File: config.mk
export PLATFORM = sky130hd
export DESIGN_NAME = attribute_register_port
export DESIGN_NICKNAME = d
export VERILOG_FILES = /design/src/attr_port_pkg.sv /design/src/attr_reg_cell.sv /design/src/attribute_register_port.sv
export SDC_FILE = /design/constraint.sdc
export NUM_CORES = 1
export LEC_CHECK = 0
export BUFFER_PORTS_ARGS = -buffer_cell sky130_fd_sc_hd__clkbuf_2
export CORE_UTILIZATION = 55
export DETAILED_ROUTE_END_ITERATION = 12
export GPL_TIMING_DRIVEN = 0
export PLACE_DENSITY = 0.86
export RECOVER_POWER = 50
export SYNTH_ARGS = -nofsm -noshare
export SYNTH_HDL_FRONTEND = slang
export SYNTH_HIERARCHICAL = 1
export SYNTH_SLANG_ARGS = --single-unit
File: constraint.sdc
create_clock -name clock -period 2.35 [get_ports clock]
set_input_delay 0.235 -clock clock [delete_from_list [all_inputs] [get_ports clock]]
set_output_delay 0.235 -clock clock [all_outputs]
set_load 0.02 [all_outputs]
File: src/attr_port_pkg.sv
/*
 * attr_port_pkg: port addresses, index layout, reset values and carrier
 * structs for the attribute register port.
 * assumes a 16-bit host I/O address and 8-bit I/O data on one clock.
 */
package attr_port_pkg;

    // host I/O port addresses
    localparam logic [15:0] PORT_INDEX       = 16'h03c0; // index read/write, data write
    localparam logic [15:0] PORT_DATA_RD     = 16'h03c1; // data read
    localparam logic [15:0] PORT_STATUS_MONO = 16'h03ba; // input_status_one, mono emulation
    localparam logic [15:0] PORT_STATUS_CLR  = 16'h03da; // input_status_one, color emulation

    // attribute_index_port layout
    localparam int INDEX_LSB   = 0;
    localparam int INDEX_MSB   = 4;
    localparam int VIDEO_EN_BIT = 5;

    // indexes inside the attribute set
    localparam int          NUM_PALETTE  = 16;
    localparam int          NUM_CONTROL  = 5;
    localparam int          PALETTE_BITS = 6;
    localparam logic [4:0]  IDX_MODE     = 5'h10; // attribute_mode_control
    localparam logic [4:0]  IDX_BORDER   = 5'h11; // border_color
    localparam logic [4:0]  IDX_PLANE    = 5'h12; // plane_output_enable
    localparam logic [4:0]  IDX_PAN      = 5'h13; // horizontal_pan
    localparam logic [4:0]  IDX_COLSEL   = 5'h14; // color_page_select
    localparam logic [4:0]  IDX_LAST     = 5'h14;

    // values after reset
    localparam logic        RST_DATA_PHASE = 1'b0; // toggle in index state
    localparam logic        RST_VIDEO_EN   = 1'b0;
    localparam logic [4:0]  RST_INDEX      = 5'h00;
    localparam logic [5:0]  RST_PALETTE    = 6'h00;
    localparam logic [7:0]  RST_CONTROL    = 8'h00;

    // host I/O request, one cycle per access
    typedef struct packed {
        logic        rd;
        logic        wr;
        logic [15:0] addr;
        logic [7:0]  wdata;
    } io_req_t;

    // answer to the host
    typedef struct packed {
        logic        rvalid; // one-cycle pulse, rdata valid
        logic [7:0]  rdata;
    } io_rsp_t;

    // control registers as seen by the video path
    typedef struct packed {
        logic [7:0] mode;
        logic [7:0] border;
        logic [7:0] plane;
        logic [7:0] pan;
        logic [7:0] colsel;
    } attr_cfg_t;

endpackage : attr_port_pkg

File: src/attr_reg_cell.sv
/*
 * attr_reg_cell: one host-writable storage register with load enable.
 * assumes the caller qualifies the load enable; same clock as the host.
 */
`timescale 1ns/10ps
module attr_reg_cell #(
    parameter int               WIDTH     = 8,
    parameter logic [WIDTH-1:0] RST_VALUE = '0
) (
    // clock and reset
    input  wire logic             clock,
    input  wire logic             resetn,
    // load port
    input  wire logic             load,
    input  wire logic [WIDTH-1:0] d,
    // stored value
    output logic      [WIDTH-1:0] q
);

    typedef struct packed {
        logic [WIDTH-1:0] value;
    } cell_state_t;

    cell_state_t state_reg;
    cell_state_t state_next;

    // hold unless loaded
    always_comb begin
        state_next = state_reg;
        if (load) begin
            state_next.value = d;
        end
    end

    // storage
    always_ff @(posedge clock or negedge resetn) begin
        if (!resetn) begin
            state_reg.value <= RST_VALUE;
        end else begin
            state_reg <= state_next;
        end
    end

    assign q = state_reg.value;

endmodule : attr_reg_cell

File: src/attribute_register_port.sv
/*
 * attribute_register_port: host access port for the attribute
 * controller's indexed registers, with the index/data toggle, the
 * attribute_index_port and the twenty-one attribute registers.
 * the color lookup entries keep six bits each and lock while video
 * runs; the five control registers keep all eight bits and feed the
 * video path directly.
 * reads answer one cycle after their strobe from the state before it,
 * so a read just after a write already returns the written value.
 * assumes host I/O requests arrive on the same clock as one-cycle
 * strobes, never a read and a write together, and that color_emulation
 * comes from the emulation select logic on this clock.
 * assumes the input_status_one data itself comes from another block;
 * this one only watches the access to reset the toggle.
 * a host that has lost track of the toggle must read input_status_one
 * before its next index write, as nothing else resynchronises it.
 */
`timescale 1ns/10ps
module attribute_register_port
    import attr_port_pkg::*;
(
    // clock and reset
    input  wire logic                                  clock,
    input  wire logic                                  resetn,
    // host I/O port
    input  wire io_req_t                               io_req,
    output io_rsp_t                                    io_rsp,
    // emulation select, high for color addresses
    input  wire logic                                  color_emulation,
    // status port access seen, one-cycle pulse
    output logic                                       status_read,
    // toggle state, high when the next shared write is data
    output logic                                       data_phase,
    // video path controls
    output logic                                       video_enable,
    output attr_cfg_t                                  attr_cfg,
    output logic      [NUM_PALETTE-1:0][PALETTE_BITS-1:0] palette
);

    // port state
    typedef struct packed {
        logic       data_phase; // 0: next shared write loads the index
        logic       video_en;
        logic [4:0] index;
        logic [7:0] rdata;
        logic       rvalid;
        logic       status_pulse;
    } port_state_t;

    port_state_t state_reg;
    port_state_t state_next;

    // decoded host cycles
    logic        index_addr;
    logic        data_addr;
    logic        status_mono;
    logic        status_clr;
    logic        status_addr;
    logic        status_hit;
    logic        shared_wr;
    logic        shared_rd;
    logic        data_rd;
    logic        index_wr;
    logic        data_wr;
    logic        palette_open;

    // read sources
    logic        idx_palette;
    logic        idx_control;
    logic [7:0]  palette_word;
    logic [7:0]  control_word;
    logic [7:0]  index_word;

    // register contents
    logic [NUM_PALETTE-1:0][PALETTE_BITS-1:0] pal_q;
    logic [NUM_CONTROL-1:0][7:0]              ctl_q;

    // load enables
    logic [NUM_PALETTE-1:0] pal_load;
    logic [NUM_CONTROL-1:0] ctl_load;

    // address matches, each compared once
    assign index_addr  = (io_req.addr == PORT_INDEX);
    assign data_addr   = (io_req.addr == PORT_DATA_RD);
    assign status_mono = (io_req.addr == PORT_STATUS_MONO);
    assign status_clr  = (io_req.addr == PORT_STATUS_CLR);

    // input_status_one follows the emulation select
    assign status_addr = color_emulation ? status_clr : status_mono;
    assign status_hit  = io_req.rd && status_addr;

    // shared port and data read port
    assign shared_wr = io_req.wr && index_addr;
    assign shared_rd = io_req.rd && index_addr;
    assign data_rd   = io_req.rd && data_addr;

    // the toggle splits shared writes into index and data
    assign index_wr = shared_wr && !state_reg.data_phase;
    assign data_wr  = shared_wr &&  state_reg.data_phase;

    // color lookup entries reachable only with video off
    assign palette_open = !state_reg.video_en;

    // color lookup entries, indexes 00h-0Fh
    for (genvar i = 0; i < NUM_PALETTE; i++) begin : g_palette
        assign pal_load[i] = data_wr && palette_open
                          && (state_reg.index == 5'(i));

        attr_reg_cell #(
            .WIDTH     (PALETTE_BITS),
            .RST_VALUE (RST_PALETTE)
        ) u_palette (
            .clock  (clock),
            .resetn (resetn),
            .load   (pal_load[i]),
            .d      (io_req.wdata[PALETTE_BITS-1:0]),
            .q      (pal_q[i])
        );
    end

    // attribute_mode_control, index 10h
    assign ctl_load[0] = data_wr && (state_reg.index == IDX_MODE);

    attr_reg_cell #(
        .WIDTH     (8),
        .RST_VALUE (RST_CONTROL)
    ) u_attribute_mode_control (
        .clock  (clock),
        .resetn (resetn),
        .load   (ctl_load[0]),
        .d      (io_req.wdata),
        .q      (ctl_q[0])
    );

    // border_color, index 11h
    assign ctl_load[1] = data_wr && (state_reg.index == IDX_BORDER);

    attr_reg_cell #(
        .WIDTH     (8),
        .RST_VALUE (RST_CONTROL)
    ) u_border_color (
        .clock  (clock),
        .resetn (resetn),
        .load   (ctl_load[1]),
        .d      (io_req.wdata),
        .q      (ctl_q[1])
    );

    // plane_output_enable, index 12h
    assign ctl_load[2] = data_wr && (state_reg.index == IDX_PLANE);

    attr_reg_cell #(
        .WIDTH     (8),
        .RST_VALUE (RST_CONTROL)
    ) u_plane_output_enable (
        .clock  (clock),
        .resetn (resetn),
        .load   (ctl_load[2]),
        .d      (io_req.wdata),
        .q      (ctl_q[2])
    );

    // horizontal_pan, index 13h
    assign ctl_load[3] = data_wr && (state_reg.index == IDX_PAN);

    attr_reg_cell #(
        .WIDTH     (8),
        .RST_VALUE (RST_CONTROL)
    ) u_horizontal_pan (
        .clock  (clock),
        .resetn (resetn),
        .load   (ctl_load[3]),
        .d      (io_req.wdata),
        .q      (ctl_q[3])
    );

    // color_page_select, index 14h
    assign ctl_load[4] = data_wr && (state_reg.index == IDX_COLSEL);

    attr_reg_cell #(
        .WIDTH     (8),
        .RST_VALUE (RST_CONTROL)
    ) u_color_page_select (
        .clock  (clock),
        .resetn (resetn),
        .load   (ctl_load[4]),
        .d      (io_req.wdata),
        .q      (ctl_q[4])
    );

    // control register selected by an index in 10h-14h, zero elsewhere
    function automatic logic [7:0] control_pick(
        input logic [4:0]                  idx,
        input logic [NUM_CONTROL-1:0][7:0] regs
    );
        logic [7:0] word;
        word = 8'h00;
        case (idx)
            IDX_MODE:   word = regs[0];
            IDX_BORDER: word = regs[1];
            IDX_PLANE:  word = regs[2];
            IDX_PAN:    word = regs[3];
            IDX_COLSEL: word = regs[4];
            default:    word = 8'h00;
        endcase
        return word;
    endfunction : control_pick

    // read sources for the two read ports; locked entries read as zero
    assign idx_palette  = (state_reg.index < 5'(NUM_PALETTE));
    assign idx_control  = !idx_palette && (state_reg.index <= IDX_LAST);
    assign palette_word = palette_open ? {2'b00, pal_q[state_reg.index[3:0]]}
                                       : 8'h00;
    assign control_word = control_pick(state_reg.index, ctl_q);
    assign index_word   = {2'b00, state_reg.video_en, state_reg.index};

    // next state: toggle, index, read data
    always_comb begin
        state_next              = state_reg;
        state_next.rvalid       = 1'b0;
        state_next.status_pulse = 1'b0;

        // shared port write flips the toggle every time
        if (shared_wr) begin
            state_next.data_phase = !state_reg.data_phase;
        end

        // index phase loads index and enable, reserved bits dropped
        if (index_wr) begin
            state_next.index    = io_req.wdata[INDEX_MSB:INDEX_LSB];
            state_next.video_en = io_req.wdata[VIDEO_EN_BIT];
        end

        // status read forces the index state; data reads leave it
        if (status_hit) begin
            state_next.data_phase   = 1'b0;
            state_next.status_pulse = 1'b1;
        end

        // index register read back
        if (shared_rd) begin
            state_next.rvalid = 1'b1;
            state_next.rdata  = index_word;
        end

        // data port read of the selected register
        if (data_rd) begin
            state_next.rvalid = 1'b1;
            state_next.rdata  = 8'h00;
            if (idx_palette) begin
                state_next.rdata = palette_word;
            end else if (idx_control) begin
                state_next.rdata = control_word;
            end
        end
    end

    // port state registers
    always_ff @(posedge clock or negedge resetn) begin
        if (!resetn) begin
            state_reg.data_phase   <= RST_DATA_PHASE;
            state_reg.video_en     <= RST_VIDEO_EN;
            state_reg.index        <= RST_INDEX;
            state_reg.rdata        <= 8'h00;
            state_reg.rvalid       <= 1'b0;
            state_reg.status_pulse <= 1'b0;
        end else begin
            state_reg <= state_next;
        end
    end

    // host answer
    assign io_rsp.rvalid = state_reg.rvalid;
    assign io_rsp.rdata  = state_reg.rdata;
    assign status_read   = state_reg.status_pulse;
    assign data_phase    = state_reg.data_phase;

    // video path controls
    assign video_enable   = state_reg.video_en;
    assign attr_cfg.mode   = ctl_q[0];
    assign attr_cfg.border = ctl_q[1];
    assign attr_cfg.plane  = ctl_q[2];
    assign attr_cfg.pan    = ctl_q[3];
    assign attr_cfg.colsel = ctl_q[4];
    assign palette         = pal_q;

endmodule : attribute_register_port

Word-level counts from Yosys, hierarchy flattened --
Index checks and enable logic that the tools add are counted.
Word-level totals: bits in registers 153, bits of input ports 29, logic and storage cells 101
Cells by class: magnitude comparators 3, eq/ne operators 24, mux-type cells 12, reduce and logical (&&, ||, !) cells 35
Operators with widths (count):
- $eq 16x10->1 const B | 4
- $eq 5x4->1 const B | 8
- $pmux 8 s5 | 1
- $logic_and 1x1->1 | 29
- $eq 5x5->1 const B | 5
- $bmux 6 s4 | 1
- $eq 5x3->1 const B | 4
- $mux 9 | 2
- $mux 8 | 2
- $mux 6 | 2
- $eq 5x2->1 const B | 2
- $eq 5x1->1 const B | 1
- $le 5x5->1 const B | 1
- $logic_not 5->1 | 1
- $lt 4x5->1 const B | 1
- $lt 5x5->1 const B | 1
- $mux 1 | 4
- $reduce_bool 2->1 | 2
- $logic_not 1->1 | 3

Depth between registers and ports, before layout --
Gate-level depths: netlist (run 1).
word-level depth 6, gate-level depth with buffers 9

Modules after synthesis --
The synthesis (run 1) kept the hierarchy.
Modules (own cells, without submodules):
- attr_reg_cell at g_palette[0].u_palette ... | instances 16, cells an instance 13, area an instance 251.5 sq um, seq. area each 150.1 sq um
- attribute_register_port | instances 1, cells an instance 264, area an instance 2329.7 sq um, seq. area each 425.4 sq um
- attr_reg_cell at u_attribute_mode_control ... | instances 5, cells an instance 17, area an instance 331.6 sq um, seq. area each 200.2 sq um

Worst setup path after synthesis (run 1) --
Ideal clock, no wire load.
kind input-to-reg, start input io_req[23] in the netlist's numbering, end register u_plane_output_enable.state_reg (netlist bit u_plane_output_enable/q[0]), library setup time 0.125 ns, arrival 2.272 ns, data required time 2.225 ns, slack -0.047 ns, cell stages on the path 8, path buffers 2, cells stage by stage or4b_4 -> nor4_4 -> and3_1 -> buf_6 -> nand2_4 -> nor3b_1 -> buf_6 -> mux2_4
On the way: word-level cells in the longest chain between the ends 4
Ends and longest elaborated chain:
- start, declared | RTL line attribute_register_port.sv:26 | input wire io_req_t io_req,
- $eq 16x10->1 | RTL line attribute_register_port.sv:83 | assign index_addr = (io_req.addr == PORT_INDEX);
- $logic_and 1x1->1 | RTL line attribute_register_port.sv:93 | assign shared_wr = io_req.wr && index_addr;
- $logic_and 1x1->1 | RTL line attribute_register_port.sv:99 | assign data_wr = shared_wr && state_reg.data_phase;
- $logic_and 1x1->1 | RTL line attribute_register_port.sv:150 | assign ctl_load[2] = data_wr && (state_reg.index == IDX_PLANE);
- net ctl_load[2] | RTL line attribute_register_port.sv:80 | logic [NUM_CONTROL-1:0] ctl_load;
- end signal, assigned | RTL line attr_reg_cell.sv:40 | state_reg <= state_next;
- end, declared | RTL line attr_reg_cell.sv:24 | cell_state_t state_reg;
The timed path passes the listed nets, and every way through them passes these cells. A chain may end at the register's enable or synchronous reset.

Worst setup path after layout (run 1) --
start input io_req[13] in the netlist's numbering, end register g_palette[1].u_palette.state_reg (netlist bit g_palette[1].u_palette/q[2])
On the way: word-level cells in the longest chain between the ends 5
Ends and longest elaborated chain:
- $eq 16x10->1 | RTL line attribute_register_port.sv:83
- $logic_and 1x1->1 | RTL line attribute_register_port.sv:93
- $logic_and 1x1->1 | RTL line attribute_register_port.sv:99
- $logic_and 1x1->1 | RTL line attribute_register_port.sv:106 | assign pal_load[i] = data_wr && palette_open
- $logic_and 1x1->1 | RTL line attribute_register_port.sv:107 | && (state_reg.index == 5'(i));
- net pal_load[1] | RTL line attribute_register_port.sv:79 | logic [NUM_PALETTE-1:0] pal_load;
- end signal, assigned | RTL line attr_reg_cell.sv:40
- end, declared | RTL line attr_reg_cell.sv:24
The timed path passes the listed nets, and every way through them passes these cells.

==> results of run 1 <==
[through the flow]
stage	TNS [ns]	hold slack, ns	worst slack (ns)	instances	area, µm²
after floorplan	-1.404	-0.06059	-0.02214	557	8021
after global placement	-243.94	0.4590	-1.306	913	9128
after detailed placement	-50.81	0.2134	-0.4746	914	9164
after CTS	0	0.05542	0.0001839	946	9761
after global routing	-0.01033	0.08410	-0.005712	948	9646
final	0	0.07157	0.01236	948	9646
[cell usage after synthesis (all sizes together), types with 3 or more instances]
cell | instances | area (µm²)
a211oi | 3 | 22.52
and2 | 4 | 26.28
clkbuf | 7 | 26.28
nand2b | 7 | 43.79
o21ai | 21 | 105.1
nand3 | 13 | 82.58
nor2 | 25 | 93.84
nor2b | 5 | 31.28
a22o | 5 | 43.79
nand2 | 18 | 75.07
a21oi | 10 | 50.05
o22ai | 3 | 18.77
mux2 | 145 | 2143
mux2i | 48 | 480.5
o221a | 3 | 33.78
nand3b | 3 | 22.52
nand4 | 3 | 33.78
dfrtp | 153 | 3829
mux4 | 8 | 180.2
buf | 37 | 362.8
a22oi | 12 | 90.09
nor3 | 6 | 45.04
[cell type report]
class / count / share of cell area
flip-flops and latches: 153 / 0.3969
multi-input cells: 359 / 0.3954
repair buffers: 181 / 0.08406
clock buffers: 23 / 0.04955
plain buffers: 43 / 0.04047
well taps: 180 / 0.02335
clock inverters: 8 / 0.009859
inverters: 1 / 0.0003892
[worst paths after layout]
kind | end | slack, ns
max in group asynchronous | u_border_color/q[2]$_DFFE_PN0P_ | 0.63
worst max-delay path | g_palette[1].u_palette/q[2]$_DFFE_PN0P_ | 0.01
worst min register to register | io_rsp[7]$_DFFE_PN0P_ | 0.47
min in group asynchronous | g_palette[10].u_palette/q[1]$_DFFE_PN0P_ | 0.63
worst min-delay path | status_read$_DFF_PN0_ | 0.07
worst max register to register | g_palette[1].u_palette/q[2]$_DFFE_PN0P_ | 0.14
[cell families (layout without fill, tap and decap cells)]
kind of cell / count (synthesis) / after routing
buffers and inverters: 45 / 256
and+or+nand+nor: 100 / 100
xor gates and xnor gates: 1 / 1
DFF: 153 / 153
muxes: 201 / 201
AOI/OAI and AO/OA: 57 / 57
[registers in the layout, summed over array words and instances, names as in the netlist]
register / count
status_read: 1
u_horizontal_pan/q: 8
io_rsp: 9
index_word: 5
u_attribute_mode_control/q: 8
u_color_page_select/q: 8
data_phase: 1
u_border_color/q: 8
video_enable: 1
u_plane_output_enable/q: 8
g_palette.u_palette/q: 96
[critical path: stages]
cell and delay (ns):
clkbuf_2 0.10, or4b_1 0.59, nor4_4 0.23, buf_4 0.18, and3_1 0.23, buf_6 0.18
nand3_2 0.18, nor3_2 0.23, buf_6 0.18, mux2_4 0.31
[what timing repair did]
item / in CTS / in global routing
gates resized for setup: 4 / 2
endpoints found under the setup margin: 71 / 107
hold buffers: 1 / 0
buffers inserted: 0 / 3
pin swaps: 1 / 1
endpoints found under the hold margin: 50 / 0
[per-layer routing]
metal / track usage / up-vias / part of all wire
met5: 0 / - / 0
met3: 0.06784 / 49 / 0.063
li1: - / 2421 / -
met2: 0.4874 / 250 / 0.49
met4: 0.1273 / 0 / 0.026
met1: 0.3985 / 2871 / 0.43
[power by group]
part,leakage (nW),internal [mW],switching [mW]
sequential,2.14,2.64,0.000144
clock,0.279,1.63,1.06
combinational,1.98,0.0356,0.117
total,4.40,4.30,1.17
==> results_dict.tcl, run 1 <==
set metrics [dict create \
    gr-usage-all-layers 0.3040 \
    worstHoldStart "io_req[11]" \
    via_per_inst 5.898 \
    grt_pass1_vias 5700 \
    grt_start_max_net_pins 104 \
    min_path_cells 3 \
    rsz0062_at_grt "true" \
    ys_types 49 \
    yosys.area_share.simple 0.07653 \
    antenna_found_initial 0 \
    numCtsBuffers 17 \
    r2r_cells 5 \
    cellLeakagePower_nw 4.398 \
    syn_to_final_growth_pct 20.40 \
    max_slew.worst_pin.slew_ns 1.290 \
    cp-startpoint "io_req[13]" \
    setup_viol 0 \
    synthArstFlopShare 1.000 \
    insertion_delay_ns 0.43 \
    antennaDiodeCount 0 \
    finalMaxSlewViolations 0 \
    critPathKind "in2reg" \
    layout_commonest_cell "dfrtp_1" \
    peakVddDrop_uv 433.7 \
    synth_compound_area_frac 0.04545 \
    dr.pass1.iters 5 \
    timing.fmax_ghz 0.4278 \
    maxSlewHeadroom 0.1402 \
    clkTransAtPathRegs_ns 0.06 \
    row_count 43 \
    endpoint_kind "register" \
    fp.coreArea_um2 14040 \
    cts.sinks 153 \
    synth_area_um2 8011 \
    yosys_register_bits 153 \
    htree_num_levels 4 \
    num_vias 5591 \
    cp.arrival_ns 2.65 \
    multi_input_area_um2 3814 \
    status "finished clean" \
    nNetsFinal 785 \
    overflow 0 \
    clockRootBuffer "clkbuf_16" \
    mappedNetlistNets 586 \
    die_h_um 122.7 \
    start_util 0.5705 \
    synth-edff-count 0 \
    layout-drive-gt1-share 0.4115 \
    r2r-start "index_word[4]$_DFFE_PN0P_" \
    max_cap_viol_count 0 \
    gp_congestion 0.9323 \
    drt_iter0_drc 497 \
    synth_warnings 6 \
    final_cell_mix "dfrtp_1, mux2_4, clkbuf_1" \
    total_power_mw 5.477 \
    drc 0 \
    syn_avg_cell_area_um2 14.38 \
    regArea_um2 3829 \
    die_w_um 122.7 \
    crit_required_ns 2.66 \
    ioPinCount 177 \
    grt_pass1_wl_mm 33.24 \
    finalCriticalPeriod_ns 2.338 \
    hold_class "in2reg" \
    wirelength_mm 21.69 \
    place.port_buffers 176 \
    fillers 994 \
    cts_buffer_depth 2 \
    post_drt_wl_per_cell_um 22.88 \
    synthCells 557 \
    dp_hpwl_mm 15.12 \
    fin_crit_sh 0.9947 \
    die_area_um2 15050 \
    worstSetupStartpointType "input pin" \
    ant_nets 0 \
    powerDensity_nw_per_um2 567.8 \
    final_util 0.6869 \
    synthAdderAreaFrac 0 \
    synth_top_flop_cell "dfrtp_1" \
    muxShareOfSynthArea 0.3500 \
    yosysSeqAreaShare 0.4779 \
    hold_viol 0 \
    synth_top_family_by_area "multiplexers" \
    finalClockSkew_ns 0.008126 \
    synth-xor-area-share 0.001093 \
    cts_tree "built" \
    worstPathMaxFanout 7 \
]
No activity file was read; power rests on OpenSTA's default activity.
==> run 2, diff against run 1 <==
--- a/config.mk
+++ b/config.mk
@@ -7,7 +7,8 @@
 export LEC_CHECK = 0
+export ABC_AREA = 1
 export BUFFER_PORTS_ARGS = -buffer_cell sky130_fd_sc_hd__clkbuf_2
-export CORE_UTILIZATION = 55
+export CORE_UTILIZATION = 54
 export DETAILED_ROUTE_END_ITERATION = 12
 export GPL_TIMING_DRIVEN = 0
-export PLACE_DENSITY = 0.86
+export PLACE_DENSITY = 0.85
 export RECOVER_POWER = 50
--- a/constraint.sdc
+++ b/constraint.sdc
@@ -3,2 +3,2 @@
 set_output_delay 0.235 -clock clock [all_outputs]
-set_load 0.02 [all_outputs]
+set_load 0.1 [all_outputs]
==> results_dict.tcl, run 2 <==
set metrics [dict create \
    status "finished clean" \
    final_cells 1447 \
    fp.coreArea_um2 13400 \
    numCtsBuffers 17 \
    row_count 42 \
    cts_setup_buffers 0 \
    final_cell_mix "nand2_1, dfrtp_1, clkbuf_2" \
    yosysMostFrequentCell "nand2_1" \
    gr-usage-all-layers 0.3243 \
    place.port_buffers 176 \
    max_cap_viol_count 0 \
    peakVddDrop_uv 455.7 \
    overflow 0 \
    grt_pass1_wl_mm 35.54 \
    insertion_delay_ns 0.43 \
    yosys.area.top_type_share 0.5103 \
    drt_iter0_drc 806 \
    use_met2 0.5137 \
    max_slew.worst_pin.slew_ns 1.486 \
    critPathKind "reg2reg" \
    timing.fmax_ghz 0.4564 \
    antennaDiodeCount 0 \
    htree_num_levels 4 \
    wirelength_mm 22.58 \
    clockRootBuffer "clkbuf_16" \
    dr.pass1.iters 6 \
    synth-edff-count 0 \
    die_h_um 119.9 \
    syn_avg_cell_area_um2 7.072 \
    start_util 0.5599 \
    ioPinCount 177 \
    final_util 0.6846 \
    worst_hold_slack_ns 0.09214 \
    grt_pass1_vias 7051 \
    met3_usage 0.06036 \
    finalCriticalPeriod_ns 2.191 \
    synthCells 1061 \
    cp.arrival_ns 2.50 \
    post_drt_wl_per_cell_um 15.61 \
    gp_congestion 0.8905 \
    setup_viol 0 \
    cellLeakagePower_nw 5.338 \
    synth_warnings 6 \
    yosysTopAreaCell "dfrtp_1" \
    powerDensity_nw_per_um2 615.6 \
    total_power_mw 5.647 \
    worstSetupStartpointType "register" \
    rsz0062_at_grt "true" \
    synth_commonest_cells "nand2_1, dfrtp_1, nor2_1, inv_2, inv_1" \
    antenna_found_initial 0 \
    die_area_um2 14370 \
    crit_required_ns 2.66 \
    ff2ff_setup_slack_ns 0.16 \
    place_inst 1414 \
    dp_hpwl_mm 15.67 \
    mappedNetlistNets 1090 \
    synth_area_leaders "dfrtp_1, nand2_1, nor2_1, inv_2, o21ai_0" \
    layout-drive-gt1-share 0.1605 \
    die_w_um 119.9 \
    synth_top_flop_cell "dfrtp_1" \
    grtUsageMet1 0.4397 \
    nNetsFinal 1287 \
    worstPathMaxFanout 10 \
    finalMaxSlewViolations 0 \
    maxSlewHeadroom 0.009341 \
    endpoint_kind "register" \
    layout_commonest_cell "nand2_1" \
    ys_types 27 \
    num_vias 7682 \
    drc 0 \
    synthArstFlopShare 1.000 \
    via_per_inst 5.309 \
    synth_area_um2 7503 \
    yosysSeqAreaShare 0.5103 \
    cts_tree "built" \
    largest_reg_flops 96 \
    yosys_register_bits 153 \
    clkTransAtPathRegs_ns 0.06 \
    ant_nets 0 \
    grt_busiest_layer "met2" \
    hold_class "in2reg" \
    cts.sinks 153 \
    fin_crit_sh 0.9323 \
    syn_to_final_growth_pct 22.26 \
    hold_viol 0 \
    cts_buffer_depth 2 \
    finalClockSkew_ns 0.007946 \
    grt_start_max_net_pins 95 \
]
## run 2: cell types whose count changed in the layout (fill, tap and decap cells not counted), sizes merged, moves of 5 or more
cell | previous run | this run
nor2 | 25 | 36
nor2b | 5 | 0
buf | 41 | 22
nand2 | 18 | 741
mux2i | 48 | 0
mux2 | 145 | 0
nand4 | 3 | 13
a22oi | 12 | 0
inv | 0 | 40
nand2b | 7 | 0
a21oi | 10 | 2
mux4 | 8 | 0
## run 2: cell type report
class,instances,area (µm²)
fillers,1192,4227
plain buffers,26,156.4
clock buffers,22,484.2
repair buffers,178,827.0
flip-flops and latches,153,3829
well taps,176,220.2
clock inverters,10,140.1
inverters,39,146.4
multi-input cells,843,3371
## run 2: timing repair
action                     in CTS  in global routing
setup endpoints to repair       0                 18
hold endpoints to repair       59                  0
hold buffers                    1                  0
resized for setup               0                  3
## run 2: critical path, stage by stage (launching register included)
cell and delay (ns):
dfrtp_1 0.39, inv_2 0.15, buf_1 0.41, nand4_2 0.36, nor2_1 0.48, inv_2 0.14
nand2_1 0.10, nand2_1 0.05
## run 2: per-layer routing
| layer | up-vias | wire length (µm) |
|---|---|---|
| met2 | 420 | 10560 |
| met5 | - | 0 |
| met1 | 3554 | 9433 |
| met4 | 0 | 620 |
| li1 | 3653 | - |
| met3 | 55 | 1970 |
## run 2: path summary, 6_finish.rpt
| path | start | endpoint | cells after the start |
|---|---|---|---|
| setup / recovery | index_word[1]$_DFFE_PN0P_ | g_palette[9].u_palette/q[4]$_DFFE_PN0P_ | 7 |
| hold / removal | io_req[25] | io_rsp[8]$_DFF_PN0_ | 2 |
| min in group asynchronous | resetn | g_palette[0].u_palette/q[3]$_DFFE_PN0P_ | 2 |
| setup reg to reg | index_word[1]$_DFFE_PN0P_ | g_palette[9].u_palette/q[4]$_DFFE_PN0P_ | 7 |
| max in group asynchronous | resetn | g_palette[9].u_palette/q[0]$_DFFE_PN0P_ | 3 |
| hold reg to reg | io_rsp[2]$_DFFE_PN0P_ | io_rsp[2]$_DFFE_PN0P_ | 2 |
## run 2: cell families after synthesis
family                 after synthesis  share of synthesized area
AO/OA/AOI/OAI                       24                    0.01701
flip-flops                         153                     0.5103
AND/OR/NAND/NOR                    819                     0.4319
buffers and inverters               65                    0.04085
## run 2: power by group
group          leakage (nW)  switching [mW]  internal (mW)
Sequential             2.10        0.000147           2.63
Combinational          2.94           0.122         0.0243
Clock                 0.299            1.08           1.78
## run 2: stage by stage
step	setup WS, ns	instance area, µm²	setup TNS (ns)
2_1_floorplan	0.09805	7503	0
3_3_place_gp	-1.508	8605	-229.20
3_5_place_dp	0.007924	8641	0
4_1_cts	0.1941	9275	0
5_1_grt	0.0001033	9174	0
6_report	0.1591	9174	0
